--- src/hw/trig_seq_consts.svh ---
// constants for the scan trigger sequencer: offsets, fields, reset values, timing
`ifndef TRIG_SEQ_CONSTS_SVH
`define TRIG_SEQ_CONSTS_SVH

// ------------
// register byte offsets
// ------------
`define OFS_CTRL      12'h000
`define OFS_ARM_CFG   12'h004
`define OFS_SCAN_CFG  12'h008
`define OFS_CHAN_CFG  12'h00C
`define OFS_COUNTS    12'h010
`define OFS_TIMING    12'h014
`define OFS_STATUS    12'h018

// ------------
// layer config fields: spacing[1:0], control[2], in_line[6:4], out_line[10:8]
// ------------
`define CFG_SPACING_LSB  0
`define CFG_CONTROL_BIT  2
`define CFG_IN_LSB       4
`define CFG_OUT_LSB      8
`define CHAN_MODE_BIT    12

// spacing codes
`define SPC_IMMEDIATE    2'h0
`define SPC_EXTERNAL     2'h1
`define SPC_BUS          2'h2

// ------------
// reset values
// ------------
`define ARM_CFG_RST      32'h0000_0000
`define SCAN_CFG_RST     32'h0000_0000
`define CHAN_CFG_RST     32'h0000_0104
`define ARM_COUNT_RST    8'h01
`define SCAN_COUNT_RST   8'h01
`define CHAN_COUNT_RST   8'h00

// ------------
// timing
// ------------
`define CLK_MHZ          25
`define SETTLE_US        10
`define SETTLE_CYC       (`SETTLE_US * `CLK_MHZ)
`define PULSE_NS         200
`define PULSE_CYC        ((`PULSE_NS * `CLK_MHZ + 999) / 1000)

`endif

--- src/hw/trig_seq_pkg.sv ---
// types for the scan trigger sequencer
package trig_seq_pkg;

    typedef enum logic [3:0] {
        ST_IDLE,
        ST_ARM_WAIT,
        ST_SCAN_WAIT,
        ST_CHAN_WAIT,
        ST_CLOSE,
        ST_SETTLE,
        ST_DELAY,
        ST_CHAN_OUT,
        ST_SCAN_OUT,
        ST_ARM_OUT
    } seq_state_t;

endpackage

--- src/hw/fall_detect.sv ---
// synchroniser and falling-edge detector for one trigger input
`timescale 1ns/1ps
module fall_detect (
    input  wire logic clock_i,
    input  wire logic rst_n_i,
    input  wire logic line_i,
    output logic      fall_o
);
    // ------------
    // two-stage sync, then edge compare
    // ------------
    logic meta_r;
    logic sync_r;
    logic prev_r;

    // idle level of a trigger line is high
    always_ff @(posedge clock_i or negedge rst_n_i) begin
        if (!rst_n_i) begin
            meta_r <= 1'b1;
            sync_r <= 1'b1;
            prev_r <= 1'b1;
        end else begin
            meta_r <= line_i;
            sync_r <= meta_r;
            prev_r <= sync_r;
        end
    end

    assign fall_o = prev_r & ~sync_r;
endmodule // fall_detect

--- src/hw/scan_trigger_sequencer.sv ---
// scan trigger sequencer: arm, scan and channel layers with APB settings
//
// What this block does
// - in bus mode each layer picks its input and output line from six; equal lines are refused except in the channel layer's single-line mode.
// - the bus has an asynchronous mode with separate lines and a single-line semi-synchronous mode.
// - bus pulses are the same low-going pulses used on the dedicated trigger pins.
// - a layer reacts to bus triggers only when its spacing selects the bus.
// - in the channel layer with bus spacing each input trigger closes the next channel.
// - after a close the block waits settle time, then the programmed delay, then pulses the output once.
// - scan and arm layers may use bus spacing with their own lines, which may equal the channel lines.
// - the scan or channel layer set to bypass skips its trigger wait on the first pass only; the arm layer always waits.
// - after an output pulse with channels left the block waits again for a trigger, bypass off.
// - with immediate arm and scan spacing the scan drops to the channel layer at once.
// - with external spacing each external input pulse closes a channel and the settled output pulses.
// - reset gives immediate arm and scan, arm count one, acceptor arm and scan, bypass channel, list length.
// - both bus ports share the same six lines.
// - with external spacing an output pulse follows every closed and settled channel.
//
// The address map and the APB slave port were decided locally.
`timescale 1ns/1ps
`include "trig_seq_consts.svh"
module scan_trigger_sequencer import trig_seq_pkg::*; #(
    parameter int SETTLE_CYCLES = `SETTLE_CYC,
    parameter int PULSE_CYCLES  = `PULSE_CYC,
    parameter int LIST_LEN      = 10
) (
    input  wire logic        clock_i,
    input  wire logic        rst_n_i,
    input  wire logic        psel,
    input  wire logic        penable,
    input  wire logic        pwrite,
    input  wire logic [11:0] paddr,
    input  wire logic [31:0] pwdata,
    output logic      [31:0] prdata,
    output logic             pready,
    output logic             pslverr,
    input  wire logic        ext_trig_i,
    output logic             chan_ready_o,
    input  wire logic [5:0]  trigger_bus_event_i,
    output logic      [5:0]  trigger_bus_event_o,
    output logic      [5:0]  trigger_bus_event_oe_o,
    output logic             chan_close_o,
    output logic      [7:0]  chan_index_o,
    output logic             busy_o
);

    // ------------
    // register file
    // ------------
    logic [12:0] arm_cfg_r;
    logic [12:0] scan_cfg_r;
    logic [12:0] chan_cfg_r;
    logic [7:0]  arm_count_r;
    logic [7:0]  scan_count_r;
    logic [7:0]  chan_count_r;
    logic [23:0] delay_r;
    logic        cfg_err_r;
    logic        start_r;
    logic        abort_r;

    logic        wr_en;
    logic        rd_en;
    logic        addr_ok;
    logic        cfg_bad;
    seq_state_t  state_r;

    assign wr_en   = psel & penable & pwrite;
    assign rd_en   = psel & penable & ~pwrite;
    assign pready  = 1'b1;
    assign addr_ok = (paddr == `OFS_CTRL) || (paddr == `OFS_ARM_CFG) || (paddr == `OFS_SCAN_CFG)
                  || (paddr == `OFS_CHAN_CFG) || (paddr == `OFS_COUNTS) || (paddr == `OFS_TIMING)
                  || (paddr == `OFS_STATUS);

    // with bus spacing a line code outside 1..6, or in==out in asynchronous use, is refused
    function automatic logic line_bad(input logic [12:0] v, input logic single_ok);
        logic [2:0] il;
        logic [2:0] ol;
        il = v[`CFG_IN_LSB +: 3];
        ol = v[`CFG_OUT_LSB +: 3];
        line_bad = 1'b0;
        if (v[`CFG_SPACING_LSB +: 2] == `SPC_BUS) begin
            if (il == 3'h0 || il > 3'h6 || ol == 3'h0 || ol > 3'h6) begin
                line_bad = 1'b1;
            end else if (il == ol && !single_ok) begin
                line_bad = 1'b1;
            end
        end
    endfunction

    always_comb begin
        cfg_bad = 1'b0;
        if (paddr == `OFS_ARM_CFG || paddr == `OFS_SCAN_CFG) begin
            cfg_bad = line_bad(pwdata[12:0], 1'b0);
        end else if (paddr == `OFS_CHAN_CFG) begin
            cfg_bad = line_bad(pwdata[12:0], pwdata[`CHAN_MODE_BIT]);
        end
    end

    assign pslverr = psel & penable & (~addr_ok | (pwrite & cfg_bad));

    // settings are frozen while a scan runs
    always_ff @(posedge clock_i or negedge rst_n_i) begin
        if (!rst_n_i) begin
            arm_cfg_r    <= 13'(`ARM_CFG_RST);
            scan_cfg_r   <= 13'(`SCAN_CFG_RST);
            chan_cfg_r   <= 13'(`CHAN_CFG_RST);
            arm_count_r  <= `ARM_COUNT_RST;
            scan_count_r <= `SCAN_COUNT_RST;
            chan_count_r <= `CHAN_COUNT_RST;
            delay_r      <= 24'h00_0000;
            cfg_err_r    <= 1'b0;
        end else if (wr_en && state_r == ST_IDLE) begin
            if (cfg_bad) begin
                cfg_err_r <= 1'b1;
            end else begin
                case (paddr)
                    `OFS_ARM_CFG:  arm_cfg_r  <= pwdata[12:0];
                    `OFS_SCAN_CFG: scan_cfg_r <= pwdata[12:0];
                    `OFS_CHAN_CFG: chan_cfg_r <= pwdata[12:0];
                    `OFS_COUNTS: begin
                        arm_count_r  <= pwdata[7:0];
                        scan_count_r <= pwdata[15:8];
                        chan_count_r <= pwdata[23:16];
                    end
                    `OFS_TIMING:   delay_r <= pwdata[23:0];
                    `OFS_STATUS:   cfg_err_r <= cfg_err_r & ~pwdata[0];
                    default: ;
                endcase
            end
        end
    end

    always_ff @(posedge clock_i or negedge rst_n_i) begin
        if (!rst_n_i) begin
            start_r <= 1'b0;
            abort_r <= 1'b0;
        end else begin
            start_r <= wr_en && paddr == `OFS_CTRL && pwdata[0];
            abort_r <= wr_en && paddr == `OFS_CTRL && pwdata[1];
        end
    end

    // ------------
    // trigger inputs
    // ------------
    logic [5:0] bus_fall;
    logic       ext_fall;

    // both bus ports land on one set of six lines, so one detector each
    genvar g;
    generate
        for (g = 0; g < 6; g++) begin : g_bus
            fall_detect u_fd (
                .clock_i (clock_i),
                .rst_n_i (rst_n_i),
                .line_i  (trigger_bus_event_i[g]),
                .fall_o  (bus_fall[g])
            );
        end
    endgenerate

    fall_detect u_ext (
        .clock_i (clock_i),
        .rst_n_i (rst_n_i),
        .line_i  (ext_trig_i),
        .fall_o  (ext_fall)
    );

    // pick the event for a layer from its spacing
    function automatic logic layer_event(input logic [12:0] v, input logic [5:0] bf, input logic ef);
        logic [2:0] il;
        il = v[`CFG_IN_LSB +: 3] - 3'h1;
        case (v[`CFG_SPACING_LSB +: 2])
            `SPC_IMMEDIATE: layer_event = 1'b1;
            `SPC_EXTERNAL:  layer_event = ef;
            `SPC_BUS:       layer_event = bf[il];
            default:        layer_event = 1'b0;
        endcase
    endfunction

    logic arm_ev;
    logic scan_ev;
    logic chan_ev;
    assign arm_ev  = layer_event(arm_cfg_r, bus_fall, ext_fall);
    assign scan_ev = layer_event(scan_cfg_r, bus_fall, ext_fall);
    assign chan_ev = layer_event(chan_cfg_r, bus_fall, ext_fall);

    // ------------
    // sequencer
    // ------------
    logic [7:0]  arm_done_r;
    logic [7:0]  scan_done_r;
    logic [7:0]  chan_done_r;
    logic        scan_first_r;
    logic        chan_first_r;
    logic [23:0] timer_r;
    logic [7:0]  chan_total;
    logic        out_req;
    logic [12:0] out_cfg;

    // count zero means use the scan list length
    assign chan_total = (chan_count_r == 8'h00) ? 8'(LIST_LEN) : chan_count_r;

    always_ff @(posedge clock_i or negedge rst_n_i) begin
        if (!rst_n_i) begin
            state_r      <= ST_IDLE;
            arm_done_r   <= 8'h00;
            scan_done_r  <= 8'h00;
            chan_done_r  <= 8'h00;
            scan_first_r <= 1'b1;
            chan_first_r <= 1'b1;
            timer_r      <= 24'h00_0000;
        end else if (abort_r) begin
            state_r <= ST_IDLE;
        end else begin
            case (state_r)
                ST_IDLE: begin
                    // triggers are ignored here until a new start
                    if (start_r) begin
                        arm_done_r <= 8'h00;
                        state_r    <= ST_ARM_WAIT;
                    end
                end
                ST_ARM_WAIT: begin
                    if (arm_ev) begin
                        scan_done_r  <= 8'h00;
                        scan_first_r <= 1'b1;
                        state_r      <= ST_SCAN_WAIT;
                    end
                end
                ST_SCAN_WAIT: begin
                    if ((scan_first_r && scan_cfg_r[`CFG_CONTROL_BIT]) || scan_ev) begin
                        scan_first_r <= 1'b0;
                        chan_done_r  <= 8'h00;
                        chan_first_r <= 1'b1;
                        state_r      <= ST_CHAN_WAIT;
                    end
                end
                ST_CHAN_WAIT: begin
                    if ((chan_first_r && chan_cfg_r[`CFG_CONTROL_BIT]) || chan_ev) begin
                        chan_first_r <= 1'b0;
                        state_r      <= ST_CLOSE;
                    end
                end
                ST_CLOSE: begin
                    timer_r <= 24'(SETTLE_CYCLES);
                    state_r <= ST_SETTLE;
                end
                ST_SETTLE: begin
                    if (timer_r <= 24'h00_0001) begin
                        timer_r <= delay_r;
                        state_r <= ST_DELAY;
                    end else begin
                        timer_r <= timer_r - 24'h00_0001;
                    end
                end
                ST_DELAY: begin
                    if (timer_r == 24'h00_0000) begin
                        chan_done_r <= chan_done_r + 8'h01;
                        state_r     <= ST_CHAN_OUT;
                    end else begin
                        timer_r <= timer_r - 24'h00_0001;
                    end
                end
                ST_CHAN_OUT: begin
                    if (chan_done_r < chan_total) begin
                        state_r <= ST_CHAN_WAIT;
                    end else begin
                        scan_done_r <= scan_done_r + 8'h01;
                        state_r     <= ST_SCAN_OUT;
                    end
                end
                ST_SCAN_OUT: begin
                    if (scan_done_r < scan_count_r) begin
                        state_r <= ST_SCAN_WAIT;
                    end else begin
                        arm_done_r <= arm_done_r + 8'h01;
                        state_r    <= ST_ARM_OUT;
                    end
                end
                ST_ARM_OUT: begin
                    if (arm_done_r < arm_count_r) begin
                        state_r <= ST_ARM_WAIT;
                    end else begin
                        state_r <= ST_IDLE;
                    end
                end
                default: state_r <= ST_IDLE;
            endcase
        end
    end

    // ------------
    // output pulses
    // ------------
    // channel layer always pulses; scan/arm layers only when their source bypass is on and their spacing is not immediate
    always_comb begin
        out_req = 1'b0;
        out_cfg = chan_cfg_r;
        case (state_r)
            ST_CHAN_OUT: begin
                out_req = 1'b1;
                out_cfg = chan_cfg_r;
            end
            ST_SCAN_OUT: begin
                out_req = scan_cfg_r[`CFG_CONTROL_BIT] && scan_cfg_r[1:0] != `SPC_IMMEDIATE;
                out_cfg = scan_cfg_r;
            end
            ST_ARM_OUT: begin
                out_req = arm_cfg_r[`CFG_CONTROL_BIT] && arm_cfg_r[1:0] != `SPC_IMMEDIATE;
                out_cfg = arm_cfg_r;
            end
            default: ;
        endcase
    end

    logic [6:0]  pulse_drive;
    logic [2:0]  pulse_dst;
    assign pulse_dst = (out_cfg[1:0] == `SPC_BUS) ? out_cfg[`CFG_OUT_LSB +: 3] - 3'h1 : 3'h6;
    // one count per destination: a layer pulse right after a channel pulse on another destination leaves it whole; on the same one it reloads the count
    genvar d;
    generate
        for (d = 0; d < 7; d++) begin : g_pulse
            logic [15:0] cnt_r;
            logic        drv_r;
            always_ff @(posedge clock_i or negedge rst_n_i) begin
                if (!rst_n_i) begin
                    cnt_r <= 16'h0000;
                    drv_r <= 1'b0;
                end else if (out_req && pulse_dst == 3'(d)) begin
                    cnt_r <= 16'(PULSE_CYCLES);
                    drv_r <= 1'b1;
                end else begin
                    cnt_r <= (cnt_r > 16'h0001) ? cnt_r - 16'h0001 : 16'h0000;
                    drv_r <= (cnt_r > 16'h0001);
                end
            end
            assign pulse_drive[d] = drv_r;
        end
    endgenerate
    // low-going pulse, open drain on the shared lines
    assign trigger_bus_event_o    = 6'h00;
    assign trigger_bus_event_oe_o = pulse_drive[5:0];
    assign chan_ready_o           = ~pulse_drive[6];

    // ------------
    // status and readback
    // ------------
    logic close_r;
    always_ff @(posedge clock_i or negedge rst_n_i) begin
        if (!rst_n_i) begin
            close_r <= 1'b0;
        end else begin
            close_r <= (state_r == ST_CLOSE);
        end
    end
    assign chan_close_o = close_r;
    assign chan_index_o = chan_done_r;
    assign busy_o       = (state_r != ST_IDLE);

    always_comb begin
        prdata = 32'h0000_0000;
        if (rd_en) begin
            case (paddr)
                `OFS_ARM_CFG:  prdata = {19'h0, arm_cfg_r};
                `OFS_SCAN_CFG: prdata = {19'h0, scan_cfg_r};
                `OFS_CHAN_CFG: prdata = {19'h0, chan_cfg_r};
                `OFS_COUNTS:   prdata = {8'h00, chan_count_r, scan_count_r, arm_count_r};
                `OFS_TIMING:   prdata = {8'h00, delay_r};
                `OFS_STATUS:   prdata = {chan_done_r, scan_done_r, arm_done_r, 3'h0, cfg_err_r, 4'(state_r)};
                default:       prdata = 32'h0000_0000;
            endcase
        end
    end
endmodule // scan_trigger_sequencer

--- config.mk ---
export PLATFORM = sky130hd
export DESIGN_NAME = scan_trigger_sequencer
export DESIGN_NICKNAME = d
export VERILOG_FILES = /design/src/hw/trig_seq_pkg.sv /design/src/hw/fall_detect.sv /design/src/hw/scan_trigger_sequencer.sv
export VERILOG_INCLUDE_DIRS = /design/src /design/src/hw
export SDC_FILE = /design/constraint.sdc
export NUM_CORES = 1
export LEC_CHECK = 0
export ABC_AREA = 0
export BUFFER_PORTS_ARGS = -buffer_cell sky130_fd_sc_hd__clkbuf_2
export CORE_UTILIZATION = 55
export CTS_CLUSTER_DIAMETER = 100
export DETAILED_ROUTE_END_ITERATION = 16
export PLACE_DENSITY = 0.83
export SYNTH_ARGS = -nofsm -noshare
export SYNTH_HDL_FRONTEND = slang
export SYNTH_SLANG_ARGS = --single-unit
export TNS_END_PERCENT = 30
--- constraint.sdc ---
create_clock -name clock_i -period 3.1 [get_ports clock_i]
set_clock_uncertainty 0.05 [all_clocks]
set_input_delay 0.62 -clock clock_i [delete_from_list [all_inputs] [get_ports clock_i]]
set_output_delay 0.62 -clock clock_i [all_outputs]
set_load 0.05 [all_outputs]
==> qor.csv <==
stage,metric,value,unit
yosys,ys_ff_latch,285,
global_routing,use_met3,0.0580,
finish,area_growth,17.8,%
yosys,synth_edf_count,0,
global_routing,grt_max_degree,89,
yosys,muxShareOfSynthArea,0.0630,
die,initial_core_util,0.567,
timing,setup_tns,0,ns
yosys,synth_compound_area_frac,0.136,
timing,rsz0062_at_grt,true,
placed_design,dp_hpwl,27100,µm
critical_path,criticalPathCategory,input port to primary output,
timing,fin_hold_ws,-0.0135,ns
worst_hold_path,hp-class,input port to async pin,
yosys,synthAdderAreaFrac,0.0369,
global_routing,grt_pass1_vias,12642,
detailed_routing,num_vias,12600,
run_status,status,"complete, but fails checks",
detailed_routing,avgViaCountPerCell,6.25,
timing,setup_violations,0,
timing,finalCritPeriodShare,0.985,
detailed_routing,antenna_left,0,
run_status,violations,negative hold slack,
power_and_ir_drop,total_leakage_power,0.00849,µW
yosys,synth.top_cell.area_share,0.432,
finish,drive_gt1_frac,0.211,
detailed_routing,drcViolationCount,0,
global_routing,met1_usage,0.367,
clock_network,cts_tree,done,
placed_design,placed_area,16400,µm²
clock_network,clockBufferDepth,3,
clock_network,clk_pin_slew_worst_paths,0.05,ns
timing,drv_slew,0,
power_and_ir_drop,powerDensity,836,nW/µm²
die,dieArea,27800,µm²
yosys,yosysMostFrequentCell,dfrtp_1,
critical_path,endpoint_kind,primary output,
critical_path,worstReg2RegStart,chan_count_r[5],
yosys,yosysTopAreaCell,dfrtp_1,
yosys,synthCells,1532,
timing,slew-limit-headroom,0.473,
detailed_routing,drtIter0Drc,1394,
yosys,synthSimpleGateAreaFrac,0.188,
finish,final_core_util,0.667,
yosys,netlist_area,14900,µm²
timing,tightestPinTransition,0.784,ns
placed_design,portBuffers,97,
clock_network,worstSkewPairLatency,0.57,ns
die,num_rows,59,
global_routing,grt_use_total,0.285,
yosys,synth_area_leaders,"dfrtp_1 (43%), nor2_1 (5.3%), mux2_2 (5.1%)",
yosys,ys_seq_area_frac,0.480,
detailed_routing,wl_per_cell,19.4,µm
critical_path,endpoint,prdata[9],
global_routing,overflow,0,
critical_path,startpoint_type,input port,
critical_path,rr_worst_depth,11,
detailed_routing,wl,39100,µm
critical_path,reg2reg_to,scan_done_r[3],
run,cap_violations,0,
yosys,ys_warn_count,0,
yosys,synth_flop_cell,dfrtp_1,
global_routing,grt_util_met2,0.471,
placed_design,gp_congestion,0.947,
yosys,syn_area_per_cell,9.75,µm²
die,die_w,167,µm
power_and_ir_drop,vdd_drop_max,1.20,mV
timing,max_freq,328,MHz
clock_network,root_buffer,clkbuf_16,
global_routing,grt_pass1_wl,64300,µm
finish,fin_area,17600,µm²
timing,hold_viol,3,
critical_path,critPathMaxFanout,7,
yosys,synthXorXnorAreaFrac,0.0540,
detailed_routing,first_pass_iters,6,
yosys,synth_commonest_cells,"dfrtp_1 (258), nor2_1 (210), nand2_1 (106)",
die,pin_count,113,
yosys,synthDistinctLibCells,83,
die,die_y,167,µm
clock_network,cts.sinks,285,
clock_network,cts_buffers,31,
global_routing,antenna_found_initial,1,
yosys,async_flop_share,1.00,
yosys,synth_top_family_by_area,simple AND/OR/NAND/NOR gates,
clock_network,htree_levels,1,
critical_path,cp-startpoint,paddr[10],
critical_path,reg2reg_slack,0.16,ns
critical_path,required,2.43,ns
die,core,26400,µm²
critical_path,cp.arrival,2.38,ns
global_routing,globalRoute.busiestLayer,met2,
finish,final_nets,1754,
timing,period_minus_slack,3.05,ns
## where the power goes
part | internal, µW | switching, µW | leakage, µW
sequential | 4400 | 494 | 0.00371
combinational | 2420 | 3520 | 0.00425
clock | 2360 | 1500 | 0.000524
total | 9190 | 5520 | 0.00849
## placed cells by master, fill, tap and decap left out, types with 8 or more instances in the layout
| cell type | netlist | routed |
|---|---|---|
| a21oi_1 | 56 | 51 |
| a22oi_1 | 38 | 38 |
| a31oi_1 | 20 | 10 |
| and2_1 | 9 | 9 |
| and3_1 | 17 | 17 |
| buf_12 | 0 | 27 |
| buf_4 | 19 | 48 |
| clkbuf_1 | 35 | 10 |
| clkbuf_16 | 0 | 31 |
| clkbuf_2 | 0 | 77 |
| clkbuf_8 | 1 | 8 |
| dfrtp_1 | 258 | 258 |
| dfstp_2 | 27 | 27 |
| ha_1 | 44 | 44 |
| inv_1 | 63 | 63 |
| mux2_2 | 68 | 68 |
| mux2i_1 | 16 | 16 |
| nand2_1 | 106 | 106 |
| nand2b_1 | 22 | 22 |
| nand3_1 | 31 | 30 |
| nand3b_1 | 16 | 16 |
| nand4_1 | 13 | 13 |
| nor2_1 | 210 | 207 |
| nor2b_1 | 10 | 10 |
| nor3_1 | 47 | 44 |
| nor4_1 | 28 | 26 |
| o21ai_0 | 103 | 102 |
| o21ai_1 | 9 | 9 |
| o31ai_1 | 18 | 18 |
| or3_1 | 9 | 9 |
| or4_1 | 16 | 15 |
| xnor2_1 | 68 | 68 |
| xor2_1 | 24 | 24 |
## cell type report
cell class | count | area [µm²]
flip-flops and latches | 285 | 7170
diodes | 1 | 2.50
fillers | 1919 | 8770
well taps | 335 | 419
inverters | 63 | 236
repair buffers | 157 | 1340
clock inverters | 9 | 151
clock buffers | 49 | 923
multi-input cells | 1116 | 7350
## worst max-delay path, stage by stage
cell,delay (ns)
clkbuf_2,0.10
nor4_4,0.32
nand3_2,0.13
or2_4,0.30
nor2_4,0.13
buf_6,0.15
a22oi_1,0.08
a31oi_2,0.35
buf_12,0.18
## timing repair
action | in CTS | in global routing
gates resized for setup | 12 | 12
endpoints found under the setup margin | 14 | 15
cloned | 1 | 1
setup buffers | 0 | 2
hold buffers | 0 | 0
pin swaps | 2 | 5
## worst min-delay path by stage
stage                                     from                    to  slack (ns)  cells past startpoint
after floorplan                        rst_n_i               abort_r        0.27                      0
after global placement    g_bus[1].u_fd.meta_r  g_bus[1].u_fd.sync_r        0.30                      0
after global routing                   rst_n_i       chan_index_o[3]        0.04                      1
after detailed placement  g_bus[3].u_fd.meta_r  g_bus[3].u_fd.sync_r        0.30                      0
final                                  rst_n_i       chan_index_o[3]       -0.01                      1
after CTS                              rst_n_i        scan_done_r[3]        0.04                      1
## flip-flops by register name, summed over array words and instances, names as in the netlist, 7 cells and up
register / cells
arm_cfg_r: 13
arm_count_r: 8
arm_done_r: 8
chan_cfg_r: 13
chan_count_r: 8
chan_index_o: 8
delay_r: 24
g_pulse.cnt_r: 112
g_pulse.drv_r: 7
scan_cfg_r: 13
scan_count_r: 8
scan_done_r: 8
timer_r: 24
## metrics by stage
stage | power [µW] | setup slack, ns | std cells
2_1_floorplan | 9230 | -0.247 | 1537
3_3_place_gp | 10500 | -0.0645 | 1952
3_5_place_dp | 10800 | -0.275 | 1952
4_1_cts | 14700 | 0.00532 | 2011
5_1_grt | 15700 | -0.0180 | 2015
6_report | 14700 | 0.0474 | 2015
## metal layers
| metal | up-vias | routed length [µm] |
|---|---|---|
| li1 | 5691 | - |
| met4 | 0 | 1530 |
| met2 | 579 | 18600 |
| met1 | 6216 | 15800 |
| met5 | - | 0 |
| met3 | 114 | 3170 |
## cells by family after synthesis
| family | after synthesis |
|---|---|
| compound gates | 318 |
| xor+xnor | 92 |
| fa+ha+maj | 44 |
| buf+inv | 136 |
| flops | 285 |
| mux | 85 |
| other cells | 2 |
| simple gates | 570 |
Note: power is estimated with default switching activity, not from simulation.
